File: src/shared/sgu_pkg.sv
// Purpose: constants and types for the system glue unit
// Assumes: single 10 MHz clock, synchronous active-high reset
// Notes:   mode register is reached only by core instructions
//
// Overview of operation
// - An ordinary reset is stretched by three phased releases of 32 clocks, a power-on one by 2**21 clocks.
// - Power-on detect or the low reset pin resets the core and every peripheral.
// - Watchdog or software reset resets everything but the software registers and keeps the two boot bits of the mode register.
// - Debug mode keeps peripherals running but stops the watchdog and may force PWM off.
// - Wait mode gates core and memory clocks, with optional watchdog stop and PWM off.
// - Stop mode gates core, memory and all peripheral clocks, optionally watchdog and CAN too.
// - Stop mode ends on CAN activity or any interrupt whose clock is not gated.
// - Four 16-bit software registers are cleared only by power-on reset.
// - Software bits separately disable the wait and stop instructions.
// - Each peripheral clock can be gated on its own.
// - The mode register clears on reset except its two boot bits, set from flash security.
// - The mode register sits with the core and is written only by core instructions.
package sgu_pkg;
	localparam int          PHASE_CLKS  = 32;
	localparam int          PHASES      = 3;
	localparam int          POR_EXP     = 21;
	localparam int          CNT_W       = 22;
	localparam int          NPERIPH     = 16;
	localparam int          NSCR        = 4;
	localparam logic [15:0] OMR_RST     = 16'h0000;
	localparam logic [15:0] OMR_WMASK   = 16'h81fb;
	localparam int          OMR_MA      = 0;
	localparam int          OMR_MB      = 1;
	localparam logic [15:0] SCR_RST     = 16'h0000;
	localparam logic [15:0] PCE_RST     = 16'hffff;

	typedef enum logic [1:0] {
		SGU_RUN  = 2'b00,
		SGU_WAIT = 2'b01,
		SGU_STOP = 2'b11
	} sgu_pmode_e;

	typedef struct packed {
		logic por;
		logic ext;
		logic wdog;
		logic sw;
	} sgu_rsrc_s;

	typedef struct packed {
		logic wait_dis;
		logic stop_dis;
		logic wait_wdog_stop;
		logic wait_pwm_off;
		logic stop_wdog_stop;
		logic stop_can_stop;
		logic dbg_pwm_off;
	} sgu_ctrl_s;

	localparam logic [CNT_W-1:0] POR_CLKS = CNT_W'(1) << POR_EXP;
	localparam logic [CNT_W-1:0] EXT_CLKS = CNT_W'(PHASES * PHASE_CLKS);
endpackage : sgu_pkg

File: src/hdl/sgu_top.sv
// Purpose: reset stretch and power-mode clock gating for the core complex
// Assumes: reset pin and detectors are asynchronous; wake and debug inputs are on clk_sys
// Notes:   releases go core first, then memory, then peripherals
`timescale 1ns/100ps
module sgu_top #(
	parameter logic [21:0] POR_HOLD = sgu_pkg::POR_CLKS
) (
	input  wire logic              clk_sys,
	input  wire logic              srst,
	input  wire logic              por_det,
	input  wire logic              rst_pin_n,
	input  wire logic              wdog_rst,
	input  wire logic              sw_rst,
	input  wire logic              flash_secure,
	input  wire logic              debug_mode,
	input  wire logic              wait_instr,
	input  wire logic              stop_instr,
	input  wire logic              can_activity,
	input  wire logic              ungated_irq,
	input  wire sgu_pkg::sgu_ctrl_s ctrl,
	input  wire logic [15:0]       pce,
	input  wire logic              omr_we,
	input  wire logic [15:0]       omr_wdata,
	input  wire logic              scr_we,
	input  wire logic [1:0]        scr_sel,
	input  wire logic [15:0]       scr_wdata,
	output logic                   core_rst,
	output logic                   mem_rst,
	output logic                   periph_rst,
	output logic                   core_clk_en,
	output logic                   mem_clk_en,
	output logic [15:0]            periph_clk_en,
	output logic                   wdog_clk_en,
	output logic                   can_clk_en,
	output logic                   pwm_force_off,
	output logic [1:0]             pmode,
	output logic [15:0]            omr_q,
	output logic [63:0]            scr_q
);
	// Two-flop synchronisers for async sources
	logic por_s1_r, por_s2_r, pin_s1_r, pin_s2_r;
	always_ff @(posedge clk_sys) begin
		por_s1_r <= por_det;
		por_s2_r <= por_s1_r;
		pin_s1_r <= ~rst_pin_n;
		pin_s2_r <= pin_s1_r;
	end

	sgu_pkg::sgu_rsrc_s src;
	// One driver for the whole struct, so no field has two writers
	assign src = '{
		por:  por_s2_r | srst,
		ext:  pin_s2_r,
		wdog: wdog_rst,
		sw:   sw_rst
	};
	wire any_src = src.por | src.ext | src.wdog | src.sw;
	wire hard_src = src.por | src.ext;

	logic [21:0] cnt_r, cnt_nxt, len_r;
	logic        busy_r, por_seen_r;
	logic [21:0] ph1, ph2;
	// Phase edges sit one and two PHASE_CLKS before the stretch end, whatever its length
	assign ph1 = len_r - 22'(2 * sgu_pkg::PHASE_CLKS);
	assign ph2 = len_r - 22'(sgu_pkg::PHASE_CLKS);
	assign cnt_nxt = any_src ? '0 : (busy_r ? cnt_r + 22'd1 : cnt_r);

	always_ff @(posedge clk_sys) begin
		if (src.por) begin
			len_r <= POR_HOLD;
		end else if (any_src & ~(por_seen_r & busy_r)) begin
			// Stale power-on flag must not lengthen a later ordinary reset
			len_r <= sgu_pkg::EXT_CLKS;
		end
	end

	always_ff @(posedge clk_sys) begin
		cnt_r <= cnt_nxt;
		if (any_src) begin
			busy_r <= 1'b1;
		end else if (busy_r && cnt_r == len_r - 22'd1) begin
			busy_r <= 1'b0;
		end
		if (src.por) begin
			por_seen_r <= 1'b1;
		end else if (!busy_r) begin
			por_seen_r <= 1'b0;
		end
	end

	// Three phased releases; all resets held while any source is active
	wire core_hold   = any_src | (busy_r & (cnt_r < ph1));
	wire mem_hold    = any_src | (busy_r & (cnt_r < ph2));
	wire periph_hold = any_src | busy_r;

	// Mode register: boot bits follow flash security after hard resets only
	logic [15:0] omr_r;
	always_ff @(posedge clk_sys) begin
		if (any_src) begin
			omr_r[15:2] <= sgu_pkg::OMR_RST[15:2];
			if (hard_src) begin
				omr_r[sgu_pkg::OMR_MA] <= flash_secure;
				omr_r[sgu_pkg::OMR_MB] <= flash_secure;
			end
		end else if (omr_we && !core_hold) begin
			// Core instructions only; no memory-mapped path exists
			omr_r <= omr_wdata & sgu_pkg::OMR_WMASK;
		end
	end // Watchdog/software reset leaves the boot bits as they were

	logic [15:0] scr_r [sgu_pkg::NSCR];
	always_ff @(posedge clk_sys) begin
		for (int i = 0; i < sgu_pkg::NSCR; i++) begin
			if (src.por) begin
				scr_r[i] <= sgu_pkg::SCR_RST;
			end else if (scr_we && !periph_hold && scr_sel == 2'(i)) begin
				scr_r[i] <= scr_wdata;
			end
		end
	end

	// Power mode machine
	sgu_pkg::sgu_pmode_e st_r, st_nxt;
	wire wake = can_activity | ungated_irq;
	always_comb begin
		st_nxt = st_r;
		case (st_r)
			sgu_pkg::SGU_RUN: begin
				if (stop_instr && !ctrl.stop_dis) begin
					st_nxt = sgu_pkg::SGU_STOP;
				end else if (wait_instr && !ctrl.wait_dis) begin
					st_nxt = sgu_pkg::SGU_WAIT;
				end
			end
			sgu_pkg::SGU_WAIT: if (ungated_irq) st_nxt = sgu_pkg::SGU_RUN;
			sgu_pkg::SGU_STOP: if (wake) st_nxt = sgu_pkg::SGU_RUN;
			default: st_nxt = sgu_pkg::SGU_RUN;
		endcase
	end

	wire in_wait = st_r == sgu_pkg::SGU_WAIT;
	wire in_stop = st_r == sgu_pkg::SGU_STOP;
	// PLL and oscillator are not touched here; software shuts them down
	wire core_on = ~(in_wait | in_stop);
	wire [15:0] per_on = in_stop ? 16'h0000 : pce;
	wire wdog_on = ~debug_mode
		& ~(in_wait & ctrl.wait_wdog_stop) & ~(in_stop & ctrl.stop_wdog_stop);
	// CAN stays clocked in stop unless gated, so it can wake the chip
	wire can_on = ~(in_stop & ctrl.stop_can_stop);
	wire pwm_off = (debug_mode & ctrl.dbg_pwm_off) | (in_wait & ctrl.wait_pwm_off);

	always_ff @(posedge clk_sys) begin
		if (any_src) begin
			st_r <= sgu_pkg::SGU_RUN;
		end else begin
			st_r <= st_nxt;
		end
		core_rst      <= core_hold;
		mem_rst       <= mem_hold;
		periph_rst    <= periph_hold;
		core_clk_en   <= core_on;
		mem_clk_en    <= core_on;
		periph_clk_en <= per_on;
		wdog_clk_en   <= wdog_on;
		can_clk_en    <= can_on;
		pwm_force_off <= pwm_off;
		pmode         <= st_r;
		omr_q         <= omr_r;
		scr_q         <= {scr_r[3], scr_r[2], scr_r[1], scr_r[0]};
	end

	// Assertions
	property p_ext_hold;
		@(posedge clk_sys) disable iff (srst)
		$fell(any_src) && !por_seen_r |-> periph_hold [*8];
	endproperty
	a_ext_hold: assert property (p_ext_hold) else $error("Stretch too short");

	// A new source aborts the attempt, since the count starts over
	property p_ext_len;
		@(posedge clk_sys) disable iff (srst || any_src)
		$fell(any_src) && !por_seen_r |-> ##[96:97] !periph_hold;
	endproperty
	a_ext_len: assert property (p_ext_len) else $error("Stretch length wrong");

	property p_hard_rst;
		@(posedge clk_sys) hard_src |=> core_rst && mem_rst && periph_rst;
	endproperty
	a_hard_rst: assert property (p_hard_rst) else $error("Hard reset not applied");

	property p_boot_keep;
		@(posedge clk_sys) disable iff (srst)
		(wdog_rst || sw_rst) && !hard_src |=>
			omr_r[1:0] == $past(omr_r[1:0]) && omr_r[15:2] == sgu_pkg::OMR_RST[15:2];
	endproperty
	a_boot_keep: assert property (p_boot_keep) else $error("Boot bit lost");

	property p_dbg_wdog;
		@(posedge clk_sys) debug_mode |=> !wdog_clk_en;
	endproperty
	a_dbg_wdog: assert property (p_dbg_wdog) else $error("Watchdog clocked in debug");

	property p_wait_gate;
		@(posedge clk_sys) in_wait |=> !core_clk_en && !mem_clk_en;
	endproperty
	a_wait_gate: assert property (p_wait_gate) else $error("Core clock in wait");

	property p_stop_gate;
		@(posedge clk_sys) in_stop |=> !core_clk_en && periph_clk_en == 16'h0000;
	endproperty
	a_stop_gate: assert property (p_stop_gate) else $error("Clock running in stop");

	property p_wake;
		@(posedge clk_sys) disable iff (srst)
		in_stop && wake && !any_src |=> st_r == sgu_pkg::SGU_RUN;
	endproperty
	a_wake: assert property (p_wake) else $error("No wake");

	// Writes and power-on clears reach the output two edges later
	property p_scr_keep;
		@(posedge clk_sys) disable iff (srst)
		!src.por && !scr_we |=>
			scr_q == $past(scr_q) || $past(scr_we, 2) || $past(src.por, 2);
	endproperty
	a_scr_keep: assert property (p_scr_keep) else $error("Software register lost");

	property p_stop_dis;
		@(posedge clk_sys) disable iff (srst)
		st_r == sgu_pkg::SGU_RUN && ctrl.stop_dis && ctrl.wait_dis |=> !in_stop && !in_wait;
	endproperty
	a_stop_dis: assert property (p_stop_dis) else $error("Disabled instruction entered");

	property p_restart;
		@(posedge clk_sys) any_src |=> cnt_r == 22'd0;
	endproperty
	a_restart: assert property (p_restart) else $error("Count not restarted");

	c_wait: cover property (@(posedge clk_sys) in_wait ##1 !in_wait);
	c_stop: cover property (@(posedge clk_sys) in_stop ##1 can_activity);
	c_swrst: cover property (@(posedge clk_sys) sw_rst ##1 !sw_rst);
endmodule : sgu_top

File: config.mk
export PLATFORM = sky130hd
export DESIGN_NAME = sgu_top
export DESIGN_NICKNAME = d
export VERILOG_FILES = /design/src/shared/sgu_pkg.sv /design/src/hdl/sgu_top.sv
export SDC_FILE = /design/constraint.sdc
export NUM_CORES = 1
export LEC_CHECK = 0
export ABC_AREA = 0
export BUFFER_PORTS_ARGS = -buffer_cell sky130_fd_sc_hd__buf_2
export CELL_PAD_IN_SITES_DETAIL_PLACEMENT = 1
export CELL_PAD_IN_SITES_GLOBAL_PLACEMENT = 2
export CORE_MARGIN = 2
export CORE_UTILIZATION = 34
export CTS_BUF_LIST = sky130_fd_sc_hd__clkbuf_8 sky130_fd_sc_hd__clkbuf_16
export DETAILED_ROUTE_END_ITERATION = 8
export GPL_ROUTABILITY_DRIVEN = 0
export PLACE_DENSITY_LB_ADDON = 0.25
export SETUP_SLACK_MARGIN = 0.4
export SLEW_MARGIN = 10
export SYNTH_ARGS = -nofsm -noshare
export SYNTH_HDL_FRONTEND = slang
export SYNTH_SLANG_ARGS = --single-unit
File: constraint.sdc
create_clock -name clk_sys -period 3.31 [get_ports clk_sys]
set_input_delay 0.1655 -clock clk_sys [delete_from_list [all_inputs] [get_ports clk_sys]]
set_output_delay 0.1655 -clock clk_sys [all_outputs]
set_load 0.01 [all_outputs]
### After elaboration in Yosys (flattened, before gate mapping)

Memory sizes are Yosys's and may differ from the RTL's. A register that Yosys moved wholly into a read port is not among the register bits.
Cells that the tools add are included.

* memories kept: 1
* word-level logic and storage cells: 114
* bits in writable memories: 64
* register bits after elaboration: 76

Memories
* scr_r: words 4, bits a word 16, rd ports 4, clocked after memory_dff 4, wr ports 4, RTL line sgu_top.sv:111 `logic [15:0] scr_r [sgu_pkg::NSCR];`

* equal/unequal tests: 10
* bitwise logic cells: 32
* add/sub/neg operators: 4
* $lt $le $gt $ge: 2
* muxes and demuxes: 26
* reductions and logical operators: 18

Operators by type and width (count)
* $mux 16: 4
* $lt 22x22->1: 2
* $add 22x1->22 const B: 1
* $eq 22x22->1: 1
* $sub 22x1->22 const B: 1
* $sub 22x6->22 const B: 1
* $sub 22x7->22 const B: 1
* $mux 1: 14
* $mux 2: 7
* $or 1x1->1: 14
* $and 1x1->1: 11
* $logic_and 1x1->1: 9
* $not 1->1: 7
* $eq 2x2->1 const B: 3
* $pmux 2 s3: 1
* $eq 2x1->1 const B: 2
* $logic_not 1->1: 4
* $logic_not 2->1: 2
* $ne 2x2->1 const B: 2
* $ne 3x3->1 const B: 1
* $reduce_and 3->1: 1
* $ne 2x1->1 const B: 1
* $reduce_and 2->1: 1
* $reduce_bool 2->1: 1

### Longest topological paths before layout

Gate-level depths: netlist of the first run.

* depth in word-level cells: 12
* depth in mapped cells: 8

### Worst setup path before layout of the first run

No wires, ideal clock.

* path kind: reg-to-reg
* start: register len_r[6]
* end: register omr_r[0], enable pin
* clock period less this slack: 2628 ps
* cell stages (with the launch flop): 8
* buffers on the path: 0
* data required time: 3014 ps
* arrival time: 2332 ps
* path slack: 682 ps
* cell sequence: dfxtp_1 -> xor2_1 -> ha_1 -> nand2_1 -> or4_1 -> a31o_1 -> a31oi_2 -> a211o_1

* cells in the longest elaborated chain, start to end: 8

Ends and longest elaborated chain
* from (decl): RTL line sgu_top.sv:60 `logic [21:0] cnt_r, cnt_nxt, len_r;`
* from (signal assigned): RTL line sgu_top.sv:73 `len_r <= sgu_pkg::EXT_CLKS;`
* $sub 22x7->22: RTL line sgu_top.sv:64 `assign ph1 = len_r - 22'(2 * sgu_pkg::PHASE_CLKS);`
* $lt 22x22->1: RTL line sgu_top.sv:92 `wire core_hold = any_src | (busy_r & (cnt_r < ph1));`
* $and 1x1->1: RTL line sgu_top.sv:92
* $or 1x1->1: RTL line sgu_top.sv:92
* $logic_not 1->1: RTL line sgu_top.sv:105 `end else if (omr_we && !core_hold) begin`
* $logic_and 1x1->1: RTL line sgu_top.sv:105
* $reduce_bool 2->1 (no line)
* $reduce_and 2->1 (no line)
* to (signal, indexed assignment): RTL line sgu_top.sv:102 `omr_r[sgu_pkg::OMR_MA] <= flash_secure;`
* to (signal, indexed assignment): RTL line sgu_top.sv:103 `omr_r[sgu_pkg::OMR_MB] <= flash_secure;`
* to (signal assigned): RTL line sgu_top.sv:107 `omr_r <= omr_wdata & sgu_pkg::OMR_WMASK;`
* to (decl): RTL line sgu_top.sv:97 `logic [15:0] omr_r;`

Every way passes these cells.
A chain may end at the register's enable or synchronous reset.

### Worst setup path in the final report of the first run

* start: register len_r[6]
* end: register omr_r[7]

* cells in the longest elaborated chain, start to end: 6

Ends and longest elaborated chain
* $sub 22x7->22: RTL line sgu_top.sv:64
* $lt 22x22->1: RTL line sgu_top.sv:92
* $and 1x1->1: RTL line sgu_top.sv:92
* $or 1x1->1: RTL line sgu_top.sv:92
* $logic_not 1->1: RTL line sgu_top.sv:105
* $logic_and 1x1->1: RTL line sgu_top.sv:105
* to (signal assigned): RTL line sgu_top.sv:100 `omr_r[15:2] <= sgu_pkg::OMR_RST[15:2];`
* to (signal, indexed assignment): RTL line sgu_top.sv:103
* to (signal assigned): RTL line sgu_top.sv:107

Every way passes these cells.

==> results.json, run 1 <==
{
  "status": "completed",
  "yosys.area.top_type": "dfxtp_1",
  "worst_pin_slew_ns": 0.537,
  "rsz0062_at_grt": "no",
  "final-hold-violation-count": 0,
  "drc_errors": 0,
  "die-area_um2": 21000,
  "clockPowerShare_pct": 47.5,
  "clkTransAtPathRegs_ns": 0.06,
  "setup.worst_path.start_class": "register",
  "grt_pass1_vias": 4978,
  "drive_gt1_share_pct": 28.6,
  "internal_power_mw": 4.38,
  "grt_usage_pct": 15.6,
  "crit_type": "register to register",
  "nNetsFinal": 836,
  "use_met1_pct": 19.2,
  "peakVddDrop_mv": 0.301,
  "cts_tree": "yes",
  "cts-buffers-inserted": 23,
  "grt_use_met3_pct": 3.36,
  "switching_share_pct": 20.5,
  "vias_per_cell": 4.46,
  "num_vias": 4585,
  "yosys.area.top_type_share_pct": 40.6,
  "yosys.cell_types.count": 51,
  "routedWlPerCell_um": 16.0,
  "chipWidth_um": 145,
  "drt-initial-drc-count": 154,
  "post-route-min-period_ns": 2.53,
  "clk_path_buf_depth": 3,
  "max_freq_ghz": 0.395,
  "synth_area_leaders": "dfxtp_1, edfxtp_1, and2_1",
  "start_util_pct": 34.7,
  "clk-insertion-delay-late_ns": 0.52,
  "ys_ff_latch": 203,
  "ios": 177,
  "layout_common_cells": "buf_2, dfxtp_1, and2_1, edfxtp_1, dlygate4sd3_1",
  "hold_class": "primary input to register",
  "timing.hold.ws_ns": 0.0156,
  "nFillCells": 2092,
  "p_leak_nw": 4.02,
  "diodes": 0,
  "cts_resized": 0,
  "syn_to_final_growth_pct": 35.3,
  "synth_edf_count": 66,
  "reg2regPathDepth": 7,
  "crit_arrival_ns": 2.95,
  "antenna_found_initial": 0,
  "cellPowerDensity_nw_per_um2": 603,
  "htree_levels": 1,
  "core_area_um2": 19500,
  "wl_mm": 16.5,
  "slew_viol_final": 0,
  "cts_hold_buf": 49,
  "num_rows": 51,
  "ant_nets": 0,
  "worstPathMaxFanout": 9,
  "setup_tns_ns": 0,
  "clock_skew_ns": 0.0202,
  "post_cts_buffers": 0,
  "grt_max_degree": 18,
  "p_comb_share_pct": 3.9,
  "seq_area_frac_synth_pct": 70.0,
  "power_mw": 5.51,
  "drv_cap": 0,
  "worstPathRequired_ns": 3.72,
  "grt_overflow": 0,
  "clock-sinks": 203,
  "final_common_cell": "buf_2",
  "top_usage_layer": "met2",
  "slew_headroom_pct": 63.9,
  "io_buffers": 162,
  "async_flop_share_pct": 0,
  "ys_warn_count": 0,
  "avgSynthCellArea_um2": 13.1,
  "whs_path_depth": 2,
  "synthCells": 515,
  "die_h_um": 145,
  "grtUsageMet2_pct": 27.8,
  "stdcell_count": 1027,
  "dp.cells": 936,
  "drt_first_pass_iters": 4,
  "setup_violations": 0,
  "grt_pass1_wl_mm": 26.5,
  "p_switching_mw": 1.13,
  "hpwl_mm": 11.5,
  "post-route-period-util_pct": 76.6,
  "root_buffer": "clkbuf_16",
  "ys.flop_type": "dfxtp_1",
  "pwr-share-seq_pct": 48.6,
  "synthesis.area_um2": 6750,
  "critPathCaptureType": "register"
}
cell families after synthesis:
| kind of cell | after synthesis | synth area share, % |
|---|---|---|
| flip-flops | 203 | 70.0 |
| AND/OR/NAND/NOR | 194 | 16.6 |
| AO/OA/AOI/OAI | 38 | 3.97 |
| buffers and inverters | 38 | 2.91 |
| adder cells (fa/ha/maj) | 20 | 3.71 |
| XOR/XNOR | 19 | 2.46 |
| multiplexers | 2 | 0.315 |
| other | 1 | 0.0555 |
metal layers:
metal | routed length, um | share of wire [%]
met5 | 0 | 0
met4 | 240 | 1.5
met3 | 878 | 5.3
met2 | 8300 | 50
met1 | 7060 | 43
registers in the layout, indices dropped and copies added (netlist names), 2 cells and up:
register	flops
scr_q	64
periph_clk_en	16
cnt_r	22
scr_r	64
st_r	2
pmode	2
omr_q	9
len_r	2
omr_r	9
power groups by stage:
stage | logic (mW) | clock network, mW | registers, mW
finish | 0.217 | 2.61 | 2.68
detailed placement | 0.173 | 0 | 2.73
global route | 0.236 | 2.79 | 2.68
global placement | 0.169 | 0 | 2.73
floorplan | 0.0447 | 0 | 2.75
CTS | 0.219 | 2.67 | 2.68
area by class of cell:
class / instances / area, um^2 / share of cell area [%]
clock buffer: 28 / 644 / 7.05
sequential: 203 / 4720 / 51.7
inverter: 18 / 67.6 / 0.740
tap: 265 / 332 / 3.63
multi-input combinational: 280 / 1850 / 20.3
timing repair buffer: 219 / 1360 / 14.9
clock inverter: 14 / 154 / 1.68
worst max-delay path: stages, from the launching register on:
cell and delay [ns]:
dfxtp_1 0.54, xor2_1 0.15, ha_1 0.31, nand2_1 0.08
or4_1 0.55, a31o_1 0.24, and3_1 0.25, o32ai_1 0.30
through the flow:
stage | setup slack [ns] | utilization (%) | area [um^2]
floorplan | 0.682 | - | 6770
global placement | 0.871 | 40.3 | 7850
detailed placement | 0.788 | 40.3 | 7850
CTS | 0.764 | 46.9 | 9140
global route | 0.619 | 46.9 | 9140
finish | 0.776 | 46.9 | 9140
synth_stat cells (2+ instances only):
library cell,count
nor3_1,5
nand4_1,7
nand2b_1,4
o32ai_1,7
nor4_1,4
buf_6,2
a21oi_1,11
inv_1,18
or3_1,4
xnor2_1,8
edfxtp_1,66
and3_1,4
o21ai_0,5
or4_1,3
clkbuf_1,7
ha_1,20
nor2b_1,2
nor3b_4,2
and2_1,80
nor2_1,23
xor2_1,11
nand3_1,14
dfxtp_1,137
buf_4,10
or2_2,6
nand2_1,30
worst paths after layout:
check                from          end  slack (ns)
max              len_r[6]     omr_r[7]        0.78
min          scr_wdata[1]  scr_r[0][1]        0.02
max reg2reg      len_r[6]     omr_r[7]        0.78
min reg2reg      pin_s1_r     pin_s2_r        0.33
Power figures use the tool's default switching activity.
==> inputs of run 2 (changes only) <==
--- a/config.mk
+++ b/config.mk
@@ -10,7 +10,7 @@
 export CELL_PAD_IN_SITES_DETAIL_PLACEMENT = 1
 export CELL_PAD_IN_SITES_GLOBAL_PLACEMENT = 2
 export CORE_MARGIN = 2
-export CORE_UTILIZATION = 34
+export CORE_UTILIZATION = 31
 export CTS_BUF_LIST = sky130_fd_sc_hd__clkbuf_8 sky130_fd_sc_hd__clkbuf_16
 export DETAILED_ROUTE_END_ITERATION = 8
 export GPL_ROUTABILITY_DRIVEN = 0
==> constraint.sdc (replaced) <==
create_clock -name clk_sys -period 2.1 [get_ports clk_sys]
set_input_delay 0.105 -clock clk_sys [delete_from_list [all_inputs] [get_ports clk_sys]]
set_output_delay 0.105 -clock clk_sys [all_outputs]
set_load 0.01 [all_outputs]
==> run 2 against run 1 <==
  * The flow now finishes with violations (setup timing)
  * Clock skew is 0.00066 ns higher
  * Via count is 5.4% higher
  * Power is 51% higher
  * Critical path type unchanged
  * Sequential share of layout area is 4.8 points lower
==> results.json, run 2 (synthesized netlist as in run 1, its figures left out) <==
{
  "status": "complete, but fails checks",
  "failed_checks": "setup timing",
  "num_rows": 53,
  "crit_arrival_ns": 2.55,
  "slew_viol_final": 0,
  "clock-sinks": 203,
  "crit_type": "register to register",
  "max_freq_ghz": 0.427,
  "vias_per_cell": 4.39,
  "ant_nets": 0,
  "post-route-min-period_ns": 2.34,
  "die-area_um2": 23000,
  "wl_mm": 17.9,
  "hold_class": "primary input to register",
  "setup.worst_path.start_class": "register",
  "cts_tree": "yes",
  "worstPathMaxFanout": 6,
  "whs_path_depth": 4,
  "die_h_um": 152,
  "final_core_util_pct": 47.6,
  "post-route-period-util_pct": 111,
  "layout_common_cells": "buf_2, dfxtp_1, edfxtp_1, dlygate4sd3_1, and2_4",
  "grt_usage_pct": 15.1,
  "cellPowerDensity_nw_per_um2": 822,
  "clkTransAtPathRegs_ns": 0.06,
  "routedWlPerCell_um": 16.3,
  "drc_errors": 0,
  "drive_gt1_share_pct": 44.5,
  "p_leak_nw": 4.45,
  "num_vias": 4833,
  "stdcell_count": 1102,
  "cts-buffers-inserted": 23,
  "grt_max_degree": 26,
  "grt_overflow": 0,
  "drv_cap": 0,
  "diodes": 0,
  "root_buffer": "clkbuf_16",
  "ios": 177,
  "clock_skew_ns": 0.0209,
  "start_util_pct": 31.8,
  "setup_violations": 11,
  "nNetsFinal": 901,
  "worst_slack_ns": -0.241,
  "fin_area_um2": 10100,
  "final_common_cell": "buf_2",
  "clk-insertion-delay-late_ns": 0.50,
  "antenna_found_initial": 0,
  "grt_pass1_vias": 5101,
  "htree_levels": 1,
  "final-hold-violation-count": 0,
  "syn_to_final_growth_pct": 49.6,
  "hpwl_mm": 11.8,
  "dpl_cell_area_um2": 8130,
  "drt_first_pass_iters": 4,
  "critPathCaptureType": "register",
  "clk_path_buf_depth": 3,
  "reg2regPathDepth": 7,
  "drt-initial-drc-count": 118,
  "reg_top3": "scr_q (64), scr_r (64), cnt_r (22)",
  "worstPathRequired_ns": 2.31,
  "rsz0062_at_grt": "yes",
  "core_area_um2": 21200,
  "grt_pass1_wl_mm": 27.0,
  "io_buffers": 162,
  "timing.hold.ws_ns": 0.0717,
  "chipWidth_um": 152,
  "peakVddDrop_mv": 0.547,
  "dp.cells": 978
}
run 2: changes by cell type in the layout (fill, tap and decap cells not counted), sizes merged:
cell | previous run | this run
buf | 170 | 226
clkbuf | 28 | 24
dlygate4sd3 | 49 | 55
clkinv | 2 | 8
bufinv | 3 | 1
or2 | 7 | 10
run 2: through the flow:
step,total power [mW],TNS (ns),worst slack [ns]
floorplan,4.40,-1.23,-0.237
global placement,4.57,-1.42,-0.198
detailed placement,4.58,-2.52,-0.277
CTS,8.42,-1.83,-0.235
global route,8.65,-2.72,-0.293
finish,8.30,-1.94,-0.241
run 2: repair_timing:
| action | CTS | global route |
|---|---|---|
| setup buffers | 14 | 7 |
| gates resized for setup | 62 | 67 |
| endpoints found under the setup margin | 138 | 153 |
| hold buffers | 55 | 0 |
| gates cloned | 5 | 1 |
| pin swaps | 29 | 14 |
| endpoints found under the hold margin | 96 | 0 |
run 2: worst paths after layout:
kind,startpoint,end,slack (ns)
min,srst,len_r[6],0.07
max reg2reg,len_r[6],omr_r[1],-0.24
min reg2reg,por_s1_r,por_s2_r,0.33
max,len_r[6],omr_r[1],-0.24
run 2: layer usage:
layer	share of wire [%]	wire, um	vias to the layer above	track usage [%]
met3	5.0	897	23	2.90
met1	42	7450	2365	18.0
li1	-	-	2339	-
met4	1.5	272	0	4.21
met5	0	0	-	0
met2	52	9300	106	27.8
run 2: critical path, cell delays in order (launching register included):
cell and delay, ns:
dfxtp_4 0.38, buf_8 0.15, ha_4 0.27, nand4_1 0.10, or4_4 0.56, a31o_4 0.23, a31oi_4 0.16, a211o_1 0.19
run 2: where the power goes:
part | leakage (nW) | total (mW) | internal, mW | switching [mW]
clock network | 0.373 | 3.70 | 2.16 | 1.54
logic | 2.22 | 0.385 | 0.199 | 0.186
registers | 1.86 | 4.22 | 4.18 | 0.0405
total | 4.45 | 8.30 | 6.53 | 1.77
run 2: layout make-up:
| class | instances | area (um^2) |
|---|---|---|
| inverters | 18 | 67.6 |
| flip-flops and latches | 203 | 4740 |
| clock inverters | 18 | 119 |
| well taps | 275 | 344 |
| multi-input cells | 283 | 2280 |
| clock buffers | 24 | 589 |
| repair buffers | 281 | 1970 |
| fillers | 2264 | 11100 |
